--- config.mk ---
export PLATFORM = sky130hd
export DESIGN_NAME = ascp_host_flat
export DESIGN_NICKNAME = d
export VERILOG_FILES = /design/src/core/ascp_pkg.sv /design/src/core/ascp_if.sv /design/src/core/ascp_host.sv /design/src/flat_wrapper.sv
export SDC_FILE = /design/constraint.sdc
export NUM_CORES = 1
export LEC_CHECK = 0
export BUFFER_PORTS_ARGS = -buffer_cell sky130_fd_sc_hd__buf_2
export CAP_MARGIN = 5
export CORE_MARGIN = 2
export CORE_UTILIZATION = 30
export CTS_CLUSTER_DIAMETER = 50
export DETAILED_ROUTE_END_ITERATION = 6
export GPL_TIMING_DRIVEN = 0
export PLACE_DENSITY = 0.56
export SETUP_SLACK_MARGIN = 0.2
export SLEW_MARGIN = 40
export SYNTH_ARGS = -nofsm -noshare
export SYNTH_HDL_FRONTEND = slang
export SYNTH_SLANG_ARGS = --single-unit
--- constraint.sdc ---
create_clock -name ref_clk_i -period 4.27 [get_ports ref_clk_i]
set_clock_uncertainty 0.1 [all_clocks]
set_input_delay 0 -clock ref_clk_i [delete_from_list [all_inputs] [get_ports ref_clk_i]]
set_output_delay 0 -clock ref_clk_i [all_outputs]
set_load 0.1 [all_outputs]
--- src/core/ascp_pkg.sv ---
// Shared constants and types for the converter serial port and its host controller.
package ascp_pkg;
    // Core clock and serial timing.
    localparam int CLK_PERIOD_NS = 20;
    localparam int SCLK_HALF_NS = 160;
    localparam int QUIET_NS = 100;
    localparam logic [7:0] SCLK_HALF_CYC =
        8'((SCLK_HALF_NS + CLK_PERIOD_NS - 1) / CLK_PERIOD_NS);
    localparam logic [7:0] QUIET_CYC = 8'((QUIET_NS + CLK_PERIOD_NS - 1) / CLK_PERIOD_NS);

    // Frame geometry, counted in falling serial clock edges.
    localparam logic [4:0] FRAME_EDGES = 5'h10;
    localparam logic [4:0] LAST_DATA_EDGE = 5'h0f;
    localparam logic [4:0] HOLD_EDGE = 5'h0e;
    localparam int RES_BITS = 12;
    localparam logic [11:0] RES_MASK = 12'hfff << (12 - RES_BITS);

    // Control word layout, bit 11 arrives first.
    localparam int CTRL_WRITE_POS = 11;
    localparam int CTRL_SEQ_POS = 10;
    localparam int CTRL_SHADOW_POS = 9;
    localparam int CTRL_ADDR_LSB = 6;
    localparam int SEQ_MASK_LSB = 8;
    localparam logic [11:0] CTRL_RESET = 12'h000;
    localparam logic [15:0] SHADOW_RESET = 16'h0000;
    localparam logic [2:0] CHAN_RESET = 3'h0;

    // Host controller register map, byte addresses.
    localparam logic [7:0] REG_CMD = 8'h00;
    localparam logic [7:0] REG_TX = 8'h04;
    localparam logic [7:0] REG_RX = 8'h08;
    localparam logic [7:0] REG_STAT = 8'h0c;
    localparam int CMD_START_POS = 0;
    localparam int CMD_ABORT_POS = 1;
    localparam int STAT_BUSY_POS = 0;
    localparam int STAT_DONE_POS = 1;
    localparam logic [1:0] RESP_OKAY = 2'h0;
    localparam logic [1:0] RESP_SLVERR = 2'h2;

    typedef enum logic [2:0] {
        ASCP_H_IDLE = 3'h0,
        ASCP_H_SETUP = 3'h1,
        ASCP_H_LOW = 3'h2,
        ASCP_H_HIGH = 3'h3,
        ASCP_H_QUIET = 3'h4
    } ascp_host_state_t;
endpackage : ascp_pkg

--- src/core/ascp_if.sv ---
// Pin bundle between the converter serial port and its host.
`timescale 1ns/100ps
interface ascp_if;
    logic cs_n;
    logic sclk;
    logic din;
    logic dout;
    logic dout_oe;

    modport device (
        input cs_n,
        input sclk,
        input din,
        output dout,
        output dout_oe
    );

    modport host (
        output cs_n,
        output sclk,
        output din,
        input dout,
        input dout_oe
    );
endinterface : ascp_if

--- src/core/ascp_host.sv ---
// Host end: AXI4-Lite controlled frame generator driving the converter port.
//
// Local design decisions: the AXI4-Lite interface to the registers and the register offsets.
`timescale 1ns/100ps
module ascp_host (
    input wire logic ref_clk_i,
    input wire logic rst_i,
    ascp_if.host pins,
    input wire logic [7:0] s_axi_awaddr_i,
    input wire logic s_axi_awvalid_i,
    output logic s_axi_awready_o,
    input wire logic [31:0] s_axi_wdata_i,
    input wire logic [3:0] s_axi_wstrb_i,
    input wire logic s_axi_wvalid_i,
    output logic s_axi_wready_o,
    output logic [1:0] s_axi_bresp_o,
    output logic s_axi_bvalid_o,
    input wire logic s_axi_bready_i,
    input wire logic [7:0] s_axi_araddr_i,
    input wire logic s_axi_arvalid_i,
    output logic s_axi_arready_o,
    output logic [31:0] s_axi_rdata_o,
    output logic [1:0] s_axi_rresp_o,
    output logic s_axi_rvalid_o,
    input wire logic s_axi_rready_i
);
    typedef struct packed {
        ascp_pkg::ascp_host_state_t st;
        logic [7:0] tmr;
        logic [4:0] bits;
        logic cs_n;
        logic sclk;
        logic din;
        logic [15:0] tx;
        logic [15:0] tx_sh;
        logic [15:0] rx_sh;
        logic [15:0] rx;
        logic done;
        logic dout_s1;
        logic dout_s2;
        logic aw_got;
        logic [7:0] aw_addr;
        logic w_got;
        logic [31:0] w_data;
        logic [3:0] w_strb;
        logic bvalid;
        logic [1:0] bresp;
        logic rvalid;
        logic [31:0] rdata;
        logic [1:0] rresp;
    } ascp_host_reg_t;

    ascp_host_reg_t r;
    ascp_host_reg_t nxt;
    logic do_write;
    logic start;
    logic abort;
    logic done_clr;

    always_comb begin
        nxt = r;
        nxt.dout_s1 = pins.dout;
        nxt.dout_s2 = r.dout_s1;
        start = 1'b0;
        abort = 1'b0;
        done_clr = 1'b0;

        // Address and data are taken in either order; the write lands once both are held.
        if (s_axi_awvalid_i && !r.aw_got) begin
            nxt.aw_got = 1'b1;
            nxt.aw_addr = s_axi_awaddr_i;
        end
        if (s_axi_wvalid_i && !r.w_got) begin
            nxt.w_got = 1'b1;
            nxt.w_data = s_axi_wdata_i;
            nxt.w_strb = s_axi_wstrb_i;
        end
        do_write = r.aw_got && r.w_got && !r.bvalid;
        if (do_write) begin
            nxt.aw_got = 1'b0;
            nxt.w_got = 1'b0;
            nxt.bvalid = 1'b1;
            nxt.bresp = ascp_pkg::RESP_OKAY;
            if (r.aw_addr[7:2] == ascp_pkg::REG_CMD[7:2]) begin
                start = r.w_strb[0] & r.w_data[ascp_pkg::CMD_START_POS];
                abort = r.w_strb[0] & r.w_data[ascp_pkg::CMD_ABORT_POS];
            end else if (r.aw_addr[7:2] == ascp_pkg::REG_TX[7:2]) begin
                if (r.w_strb[0]) begin
                    nxt.tx[7:0] = r.w_data[7:0];
                end
                if (r.w_strb[1]) begin
                    nxt.tx[15:8] = r.w_data[15:8];
                end
            end else if (r.aw_addr[7:2] == ascp_pkg::REG_STAT[7:2]) begin
                done_clr = r.w_strb[0] & r.w_data[ascp_pkg::STAT_DONE_POS];
            end else if (r.aw_addr[7:2] != ascp_pkg::REG_RX[7:2]) begin
                nxt.bresp = ascp_pkg::RESP_SLVERR;
            end
        end
        if (r.bvalid && s_axi_bready_i) begin
            nxt.bvalid = 1'b0;
        end

        if (r.rvalid && s_axi_rready_i) begin
            nxt.rvalid = 1'b0;
        end
        if (s_axi_arvalid_i && !r.rvalid) begin
            nxt.rvalid = 1'b1;
            nxt.rresp = ascp_pkg::RESP_OKAY;
            nxt.rdata = 32'h0000_0000;
            if (s_axi_araddr_i[7:2] == ascp_pkg::REG_TX[7:2]) begin
                nxt.rdata[15:0] = r.tx;
            end else if (s_axi_araddr_i[7:2] == ascp_pkg::REG_RX[7:2]) begin
                nxt.rdata[15:0] = r.rx;
            end else if (s_axi_araddr_i[7:2] == ascp_pkg::REG_STAT[7:2]) begin
                nxt.rdata[ascp_pkg::STAT_BUSY_POS] = (r.st != ascp_pkg::ASCP_H_IDLE);
                nxt.rdata[ascp_pkg::STAT_DONE_POS] = r.done;
            end else if (s_axi_araddr_i[7:2] != ascp_pkg::REG_CMD[7:2]) begin
                nxt.rresp = ascp_pkg::RESP_SLVERR;
            end
        end

        if (done_clr) begin
            nxt.done = 1'b0;
        end
        nxt.tmr = (r.tmr != 8'h00) ? 8'(r.tmr - 8'h01) : 8'h00;
        case (r.st)
            ascp_pkg::ASCP_H_IDLE: begin
                if (start) begin
                    // RQ2 RQ16 RQ17 open a fixed-length sixteen-bit active-low frame
                    nxt.st = ascp_pkg::ASCP_H_SETUP;
                    nxt.cs_n = 1'b0;
                    nxt.din = r.tx[15];
                    nxt.tx_sh = {r.tx[14:0], 1'b0};
                    nxt.bits = 5'h00;
                    nxt.tmr = 8'(ascp_pkg::SCLK_HALF_CYC - 8'h01);
                end
            end
            ascp_pkg::ASCP_H_SETUP, ascp_pkg::ASCP_H_HIGH: begin
                if (r.tmr == 8'h00) begin
                    if (r.bits == ascp_pkg::FRAME_EDGES) begin
                        nxt.st = ascp_pkg::ASCP_H_QUIET;
                        nxt.cs_n = 1'b1;
                        nxt.rx = r.rx_sh;
                        nxt.done = 1'b1;
                        nxt.tmr = 8'(ascp_pkg::QUIET_CYC - 8'h01);
                    end else begin
                        // Sample just before the fall, while the previous bit still stands.
                        nxt.st = ascp_pkg::ASCP_H_LOW;
                        nxt.sclk = 1'b0;
                        nxt.rx_sh = {r.rx_sh[14:0], r.dout_s2};
                        nxt.bits = 5'(r.bits + 5'h01);
                        nxt.tmr = 8'(ascp_pkg::SCLK_HALF_CYC - 8'h01);
                    end
                end
            end
            ascp_pkg::ASCP_H_LOW: begin
                if (r.tmr == 8'h00) begin
                    // Data changes on the rising edge, away from the device's sampling edge.
                    nxt.st = ascp_pkg::ASCP_H_HIGH;
                    nxt.sclk = 1'b1;
                    nxt.din = r.tx_sh[15];
                    nxt.tx_sh = {r.tx_sh[14:0], 1'b0};
                    nxt.tmr = 8'(ascp_pkg::SCLK_HALF_CYC - 8'h01);
                end
            end
            ascp_pkg::ASCP_H_QUIET: begin
                if (r.tmr == 8'h00) begin
                    nxt.st = ascp_pkg::ASCP_H_IDLE;
                end
            end
            default: begin
                nxt.st = ascp_pkg::ASCP_H_IDLE;
            end
        endcase
        if (abort && r.st != ascp_pkg::ASCP_H_IDLE && r.st != ascp_pkg::ASCP_H_QUIET) begin
            nxt.st = ascp_pkg::ASCP_H_QUIET;
            nxt.cs_n = 1'b1;
            nxt.sclk = 1'b1;
            nxt.tmr = 8'(ascp_pkg::QUIET_CYC - 8'h01);
        end
    end

    always_ff @(posedge ref_clk_i or posedge rst_i) begin
        if (rst_i) begin
            r <= '{
                st: ascp_pkg::ASCP_H_IDLE, tmr: 8'h00, bits: 5'h00,
                cs_n: 1'b1, sclk: 1'b1, din: 1'b0,
                tx: 16'h0000, tx_sh: 16'h0000, rx_sh: 16'h0000, rx: 16'h0000,
                done: 1'b0, dout_s1: 1'b0, dout_s2: 1'b0,
                aw_got: 1'b0, aw_addr: 8'h00, w_got: 1'b0,
                w_data: 32'h0000_0000, w_strb: 4'h0,
                bvalid: 1'b0, bresp: 2'h0,
                rvalid: 1'b0, rdata: 32'h0000_0000, rresp: 2'h0
            };
        end else begin
            r <= nxt;
        end
    end

    assign pins.cs_n = r.cs_n;
    assign pins.sclk = r.sclk;
    assign pins.din = r.din;
    assign s_axi_awready_o = ~r.aw_got;
    assign s_axi_wready_o = ~r.w_got;
    assign s_axi_bvalid_o = r.bvalid;
    assign s_axi_bresp_o = r.bresp;
    assign s_axi_arready_o = ~r.rvalid;
    assign s_axi_rvalid_o = r.rvalid;
    assign s_axi_rdata_o = r.rdata;
    assign s_axi_rresp_o = r.rresp;
endmodule : ascp_host

--- src/flat_wrapper.sv ---
// flat-port wrapper written by rule: the top's interface ports become plain ports
module ascp_host_flat 
  (ref_clk_i, rst_i, s_axi_awaddr_i, s_axi_awvalid_i, s_axi_awready_o, s_axi_wdata_i, s_axi_wstrb_i, s_axi_wvalid_i, s_axi_wready_o, s_axi_bresp_o, s_axi_bvalid_o, s_axi_bready_i, s_axi_araddr_i, s_axi_arvalid_i, s_axi_arready_o, s_axi_rdata_o, s_axi_rresp_o, s_axi_rvalid_o, s_axi_rready_i, pins_cs_n, pins_sclk, pins_din, pins_dout, pins_dout_oe);
  ascp_if pins_i ();
  input wire logic ref_clk_i;
  input wire logic rst_i;
  input wire logic [7:0] s_axi_awaddr_i;
  input wire logic s_axi_awvalid_i;
  output logic s_axi_awready_o;
  input wire logic [31:0] s_axi_wdata_i;
  input wire logic [3:0] s_axi_wstrb_i;
  input wire logic s_axi_wvalid_i;
  output logic s_axi_wready_o;
  output logic [1:0] s_axi_bresp_o;
  output logic s_axi_bvalid_o;
  input wire logic s_axi_bready_i;
  input wire logic [7:0] s_axi_araddr_i;
  input wire logic s_axi_arvalid_i;
  output logic s_axi_arready_o;
  output logic [31:0] s_axi_rdata_o;
  output logic [1:0] s_axi_rresp_o;
  output logic s_axi_rvalid_o;
  input wire logic s_axi_rready_i;
  output wire logic [$bits(pins_i.cs_n)-1:0] pins_cs_n;
  output wire logic [$bits(pins_i.sclk)-1:0] pins_sclk;
  output wire logic [$bits(pins_i.din)-1:0] pins_din;
  input wire logic [$bits(pins_i.dout)-1:0] pins_dout;
  input wire logic [$bits(pins_i.dout_oe)-1:0] pins_dout_oe;
  assign pins_cs_n = pins_i.cs_n;
  assign pins_sclk = pins_i.sclk;
  assign pins_din = pins_i.din;
  assign pins_i.dout = pins_dout;
  assign pins_i.dout_oe = pins_dout_oe;
  ascp_host u_core (.ref_clk_i(ref_clk_i), .rst_i(rst_i), .pins(pins_i), .s_axi_awaddr_i(s_axi_awaddr_i), .s_axi_awvalid_i(s_axi_awvalid_i), .s_axi_awready_o(s_axi_awready_o), .s_axi_wdata_i(s_axi_wdata_i), .s_axi_wstrb_i(s_axi_wstrb_i), .s_axi_wvalid_i(s_axi_wvalid_i), .s_axi_wready_o(s_axi_wready_o), .s_axi_bresp_o(s_axi_bresp_o), .s_axi_bvalid_o(s_axi_bvalid_o), .s_axi_bready_i(s_axi_bready_i), .s_axi_araddr_i(s_axi_araddr_i), .s_axi_arvalid_i(s_axi_arvalid_i), .s_axi_arready_o(s_axi_arready_o), .s_axi_rdata_o(s_axi_rdata_o), .s_axi_rresp_o(s_axi_rresp_o), .s_axi_rvalid_o(s_axi_rvalid_o), .s_axi_rready_i(s_axi_rready_i));
endmodule
==> results.md, run 1 <==
- During placement, the flow inserted port buffers numbering 63.
- The layout has 1,907 filler cells.
- Leaving out filler cells and counting taps, the final layout contains 907.
- The tool flagged a number of max-cap violations equal to 0.
- The synthesized design contains 131 register bits.
- Counting flops with a built-in enable in the synthesized netlist gives 0.
- The area of the multi-input gates is 0.00227 sq mm.
- The arrival time reported for the critical path endpoint is 2.54 ns.
- The worst slew margin relative to its limit is 57.2%.
- After detailed routing, the average wire length per cell comes to 13.9 um.
- The post-layout utilization of the core is 39.4%.
- The number of unique standard cell types used by synthesis is 60.
- The most critical setup path has its startpoint at u_core.r[159].
- The kind of launch point of the worst setup path is a register.
- The detailed placement HPWL is 9.11 mm.
- The highest fanout seen on the critical path is 10.
- STA classifies the critical path endpoint as a register.
- TritonCTS built the clock tree.
- The first global-routing pass estimated 21.2 mm of wire.
- The register cell area after layout is 0.00328 sq mm.
- The startpoint identified for the worst hold timing path is s_axi_araddr_i[4].
- The initial antenna violation count was 0.
- For the worst-skew pair, the clock arrives at the later sink with an insertion delay of 0.40 ns.
- The number of hold violations in the final report is 0.
- The floorplan step set the die height to 145 um.
- The pin count of the biggest net entering global routing is 80.
- After detailed routing, the total wire length is 12.6 mm.
- Adding up every negative setup slack in the final design gives 0 ns.
- Global routing consumed, over all layers together, 12.5% of the routing resources.
- VDD sags by at most 0.000348 V.
- The run finished with clean final reports.
- The root buffer cell chosen for the clock tree is sky130_fd_sc_hd__clkbuf_16.
- Setup slack on the critical path of the routed design comes to 1.90 ns.
- The total number of clock tree sinks is 131.
- The final RePlAce weighted congestion is 0.805.
- The area added between synthesis and finish is 28.3%.
- The core area is 0.0195 sq mm.
- The worst register-to-register path begins at u_core.r[159].
- The warning count from the yosys run is 0.
- The slew at the pin closest to its max-slew limit is 0.640 ns.
- Setup violations remaining at the end of the flow were counted as 0.
- The floorplan die area is 0.0211 sq mm.
- The reported leakage power is 3.61 nW.
- The final net count is 693.
- The ratio of total power to cell area is 604 mW/mm^2.
- The remaining antenna violation count after routing is 0.
- The category of the most critical setup path is reg -> reg.
- The number of flip-flops under the largest register name is 107.
- Counting along the longest clock path gives a buffer depth of 2.
- The first detailed-routing pass ran for 4 iterations.
- The TritonCTS buffer count is 17.
- Of the cells placed in the final design, the portion with a size suffix greater than 1 is 37.1%.
- In this run, the number of DRC markers left after iteration 0 of detailed routing was 237.
- The critical path's slowest cell is sky130_fd_sc_hd__or3b_2.
- The number of gates resized after CTS was 0.
- After synthesis the cells add up to 0.00600 sq mm.
- The pre-CTS worst setup slack is 1.90 ns.
- The via density per instance is 4.52.
- The worst endpoint required time is 4.44 ns.
- In this run the count of I/O pins placed on the die edge is 105.
- Setup repair after global routing left no endpoint under its margin.
- The floorplan has 51 rows.
- The number of global-route vias before repair is 4,193.
- The async set-reset flop share out of synthesis is 100%.
- The via count of the routed design is 4,098.
- The register with the most flip-flops in the final layout is u_core.r.
- 0 antenna diodes ended up in the layout.
- The final critical path time including I/O delays and setup is 2.37 ns.
- The cell count after placement is 839.
- The count of unresolved DRC violations after routing is 0.
- The synthesized netlist cell count is 493.
- The remaining global-route overflow is 0.
- The standard cell area after detailed placement is 0.00674 sq mm.
- After synthesis, flip-flops and latches occupy 54.7% of the total area.
- Clock-pin slew was measured on the worst setup and hold paths at 0.05 ns.
- The count of final max-slew check failures was 0.
- The classification of the worst-slack hold path is in -> reg.
- After routing the design area is 0.00770 sq mm.
- The starting utilization of the core area is 30.7%.
- The peak per-stage delay on the critical path is 0.53 ns.
- Averaged over all synthesized cells, the footprint is 12.2 sq um.
- Timing would allow up to 0.422 GHz.
- Of the available clock period, the critical path in the final layout requires 55.5%.
- The H-tree generated during clock tree synthesis spans 4 levels.
- The critical path goes through inv_1 -> ha_1 -> or3b_2 -> or2_1 -> buf_6 -> buf_8 -> a211oi_1 -> nor3_1.
- The die width is 145 um.
- The commonest register cell after synthesis is sky130_fd_sc_hd__dfrtp_1.
==> final timing paths <==
| kind | endpoint | slack, ns | depth (start not counted) |
|---|---|---|---|
| worst min-delay path | u_core.s_axi_rresp_o[1] | 0.03 | 4 |
| worst min register to register | u_core.r[84] | 0.25 | 0 |
| max in group asynchronous | u_core.s_axi_rdata_o[15] | 3.30 | 4 |
| worst max-delay path | u_core.r[123] | 1.90 | 8 |
| worst max register to register | u_core.r[123] | 1.90 | 8 |
| min in group asynchronous | u_core.r[74] | 0.04 | 3 |
==> per-layer routing <==
layer | routed length [um] | global-route usage [%] | part of all wire (%)
met5 | 0 | 0 | 0
met4 | 44 | 3.04 | 0.35
met3 | 586 | 3.86 | 4.6
met2 | 5880 | 19.6 | 47
met1 | 6120 | 16.9 | 48
==> worst max-delay path: cells and delay by family (launching register included) <==
kind / cells / cell delay (ns)
and+or+nand+nor: 3 / 0.88
DFF: 1 / 0.41
buffers and inverters: 3 / 0.38
AOI/OAI and AO/OA: 1 / 0.24
adders and majority gates: 1 / 0.25
==> layout by cell type (no fill, tap or decap), drive strengths merged, types with 3 or more instances in the layout <==
cell type and instances:
dfrtp 129, buf 114, mux2 73, nor2 47, dlygate4sd3 36, clkbuf 33
nor3 31, a21oi 21, conb 18, a22oi 15, inv 14, a211oi 13
nor2b 6, nor4 6, clkinv 6, clkinvlp 5, a21o 4, xnor2 4
or3b 3, nand2b 3, nand2 3, nand3 3, o21bai 3, or3 3
o21ai 3, ha 3, bufinv 3, or4 3
==> power by group <==
part	switching (W)	internal (W)	total, W
Sequential	0.000293	0.00158	0.00187
Combinational	0.000850	0.000479	0.00133
Clock	0.000529	0.000914	0.00144
==> Yosys cell counts, drive strengths merged (3+ instances only) <==
| cell type | instances | area, sq um |
|---|---|---|
| or3 | 3 | 18.8 |
| o21bai | 3 | 22.5 |
| nor2b | 6 | 37.5 |
| a21o | 4 | 30.0 |
| nand2b | 3 | 18.8 |
| inv | 14 | 52.6 |
| nand2 | 3 | 11.3 |
| dfrtp | 129 | 3230 |
| o21ai | 3 | 15.0 |
| or4 | 3 | 26.3 |
| a21oi | 21 | 105 |
| mux2 | 73 | 852 |
| xnor2 | 4 | 35.0 |
| a22oi | 15 | 113 |
| clkbuf | 15 | 56.3 |
| nor3 | 31 | 178 |
| nor4 | 6 | 58.8 |
| nor2 | 47 | 176 |
| a211oi | 13 | 97.6 |
| or3b | 3 | 26.3 |
| nand3 | 3 | 15.0 |
| ha | 3 | 37.5 |
| buf | 50 | 407 |
==> what timing repair did <==
action | in CTS | in global routing
hold buffers | 36 | 0
setup buffers | 0 | 0
endpoints found under the hold margin | 163 | 0
==> final cells by class <==
cell class | instances | area share [%]
Sequential cell | 131 | 42.6
Multi-Input combinational cell | 300 | 29.4
Timing Repair Buffer | 100 | 9.13
Buffer | 65 | 6.01
Clock buffer | 18 | 5.57
Tap cell | 265 | 4.31
Clock inverter | 14 | 2.15
Inverter | 14 | 0.780
==> through the flow <==
step	power [W]	hold WS [ns]
final	0.00465	0.0304
after global routing	0.00491	0.0294
after global placement	0.00315	0.0141
after floorplan	0.00290	-0.0686
after detailed placement	0.00321	-0.0631
after CTS	0.00470	0.00871
==> cells by family (layout without fill, tap and decap cells) <==
logic type / count (synthesis) / after routing / synth area share [%]
AND/OR/NAND/NOR: 125 / 125 / 12.1
buffers and inverters: 79 / 211 / 8.59
XOR/XNOR: 6 / 6 / 0.876
flip-flops: 131 / 131 / 54.7
adder cells (fa/ha/maj): 3 / 3 / 0.626
AO/OA/AOI/OAI: 73 / 73 / 8.49
multiplexers: 75 / 75 / 14.5
other: 1 / 18 / 0.0625
Note: power is estimated with default switching activity, not from simulation.
==> inputs of run 2 (changes only) <==
clock period = 2.25 ns   (was 4.27 ns; I/O delays follow)
==> results.md, run 2 (same netlist as run 1, synthesis figures left out) <==
- The run finished with clean final reports.
- The remaining global-route overflow came to 0 (unchanged).
- The worst slew margin relative to its limit was 60.0% (+2.7 points).
- The via density per instance was 4.58 (+1.4%).
- The total number of clock tree sinks is 131 (unchanged).
- The remaining antenna violation count after routing is 0 (unchanged).
- The placement row count is 51 (unchanged).
- The path class of the tightest hold or removal check is in -> reg.
- The number of global-route vias before repair is 4,482 (+6.9%).
- The core area was 0.0195 sq mm (unchanged).
- The total setup violations reported at the end of the flow is 0 (unchanged).
- The clock tree root driver cell is sky130_fd_sc_hd__clkbuf_16.
- The slew at the pin closest to its max-slew limit is 0.601 ns (-0.0393 ns).
- The top achievable clock speed is 0.454 GHz (+7.6%).
- The post-layout instance area is 0.00862 sq mm (+12%).
- The initial DRC count is 243 (+2.5%).
- The count of cells along the worst register-to-register path was 7 (-1).
- The library cells used most frequently in the layout, excluding fill and tap cells, are sky130_fd_sc_hd__dfrtp_1 (127), sky130_fd_sc_hd__buf_2 (67), sky130_fd_sc_hd__buf_4 (50), sky130_fd_sc_hd__nor2_1 (46), sky130_fd_sc_hd__mux2_2 (41).
- The number of hold violations in the final report came to 0 (unchanged).
- The kind of launch point of the worst setup path is a register.
- The count of final max-slew check failures came to 0 (unchanged).
- u_core.r holds more flip-flops than any other register.
- The ratio of total power to cell area is 1080 mW/mm^2 (+79%).
- The clock latency of the later-clocked register in the worst-skew pair is 0.42 ns (+0.02 ns).
- Walking the worst path, the cells encountered are or4_4 -> buf_12 -> buf_12 -> or2_1 -> buf_6 -> buf_8 -> a311o_1.
- The CTS tree is yes.
- The startpoint identified for the worst hold timing path is s_axi_araddr_i[4].
- The routed wire length is 14.2 mm (+12%).
- The die width was 145 um (unchanged).
- The final RePlAce weighted congestion is 0.798 (-0.92%).
- The peak per-stage delay on the critical path is 0.55 ns (+0.02 ns).
- The standard cell area after detailed placement is 0.00699 sq mm (+3.6%).
- The count of unresolved DRC violations after routing is 0 (unchanged).
- The post-CTS clock slew at the launch and capture registers of the worst setup and hold paths is 0.06 ns (about the same).
- The initial antenna violation count is 0 (unchanged).
- The highest fanout seen on the critical path came to 6 (-4).
- The filler cell count in the final layout came to 1,836 (-3.7%).
- The average wire per cell in the routed design came to 15.1 um (+8.2%).
- The worst endpoint required time is 2.45 ns (-1.99 ns).
- The pin count of the biggest net entering global routing is 24 (-70%).
- The via count of the routed design is 4,306 (+5.1%).
- The vertical die dimension is 145 um (unchanged).
- The critical path starts at u_core.r[164].
- The library cell used most frequently in the layout, excluding fill and tap cells, is sky130_fd_sc_hd__dfrtp_1.
- The I/O pin count is 105 (unchanged).
- The detailed-router iteration count before antenna repair came to 4 (unchanged).
- The final total power came to 0.00932 W (+100%).
- The starting utilization of the core area came to 30.7% (unchanged).
- The area added between synthesis and finish is 43.7%.
- The worst register-to-register path begins at u_core.r[164].
- The max capacitance violation total is 0 (unchanged).
- The number of cells traversed by the worst hold path is 5 (+1).
- The cell count after placement was 845 (+0.72%).
- The cell seen most often among critical-path stages is sky130_fd_sc_hd__buf_12.
- The worst-case clock buffer depth is 2 (unchanged).
- The number of flip-flops under the largest register name is 107 (unchanged).
- The final critical path time including I/O delays and setup is 2.20 ns (-0.168 ns).
- The wire length of the first global-routing pass is 23.4 mm (+10%).
- The category of the most critical setup path is reg -> reg.
- The critical path's slowest cell is sky130_fd_sc_hd__or4_4.
- The TritonCTS buffer count is 17 (unchanged).
- The port buffer count was 63 (unchanged).
- The final cell count without fillers is 940 (+3.6%).
- The final antenna diode count is 0 (unchanged).
- The floorplan die area is 0.0211 sq mm (unchanged).
- The post-layout utilization of the core came to 44.1% (+4.7 points).
- Setup repair after global routing could not meet its margin everywhere.
- The kind of capture point of the worst setup path is a register.
- The final net count came to 726 (+4.8%).
- The global routing usage summed across all routing layers is 13.9% (+1.4 points).
- The detailed placement HPWL came to 9.46 mm (+3.9%).
- The fraction of final layout cells with drive strength greater than 1 is 46.7% (+9.6 points).
- The arrival time reported for the critical path endpoint is 2.41 ns (-0.13 ns).
- The period utilization is 97.9% (+42 points).
- The depth of the CTS H-tree came to 4 (unchanged).
- The maximum resistive drop on vdd is 0.000616 V (+77%).
- The worst hold slack is 0.101 ns (+0.0706 ns).
- The reported leakage power is 3.98 nW (+10%).
run 2: path summary, 6_finish.rpt:
kind | to | slack [ns]
hold reg to reg | u_core.r[84] | 0.27
setup reg to reg | u_core.r[169] | 0.05
min in group asynchronous | u_core.nxt[84] | 0.49
setup / recovery | u_core.r[169] | 0.05
hold / removal | u_core.s_axi_rdata_o[12] | 0.10
max in group asynchronous | u_core.r[49] | 0.53
run 2: timing repair:
action                                 CTS  global route
hold buffers                            37             0
setup buffers                           19             3
gates cloned                             4             0
setup endpoints to repair               83            78
resized for setup                       49            41
pin swaps                               26            12
endpoints found under the hold margin  130             0
run 2: layout make-up:
class                      instances  area, sq um  area share (%)
sequential                       131         3280            38.1
buffer                            65          518            6.01
timing repair buffer             133         1190            13.9
tap                              265          332            3.85
clock inverter                     2         10.0           0.116
inverter                          14         60.1           0.697
multi-input combinational        300         2640            30.6
clock buffer                      30          584            6.78
run 2: report_power, final:
part	internal (W)	total (W)	leakage [nW]	switching, W
registers	0.00300	0.00360	1.69	0.000600
logic	0.00124	0.00302	1.99	0.00178
clock network	0.00173	0.00270	0.299	0.000969
run 2: metal layers:
layer  GRT usage [%]  share of wire, %
met1            17.9                44
met2            22.5                48
met3            3.48               5.5
met4            5.59               1.6
met5               0                 0
run 2: per-stage QoR:
stage | setup TNS (ns) | worst slack [ns]
2_1_floorplan | 0 | 0.147
3_3_place_gp | -36.21 | -0.475
6_report | 0 | 0.0463
4_1_cts | 0 | 0.0268
3_5_place_dp | -0.159 | -0.0479
5_1_grt | -0.00719 | -0.00719
run 2: worst max-delay path, delay by kind of cell, from the launching register on:
kind | cells | cell delay, ns
AOI/OAI and AO/OA | 1 | 0.30
buffers and inverters | 4 | 0.55
DFF | 1 | 0.37
and+or+nand+nor | 2 | 0.76
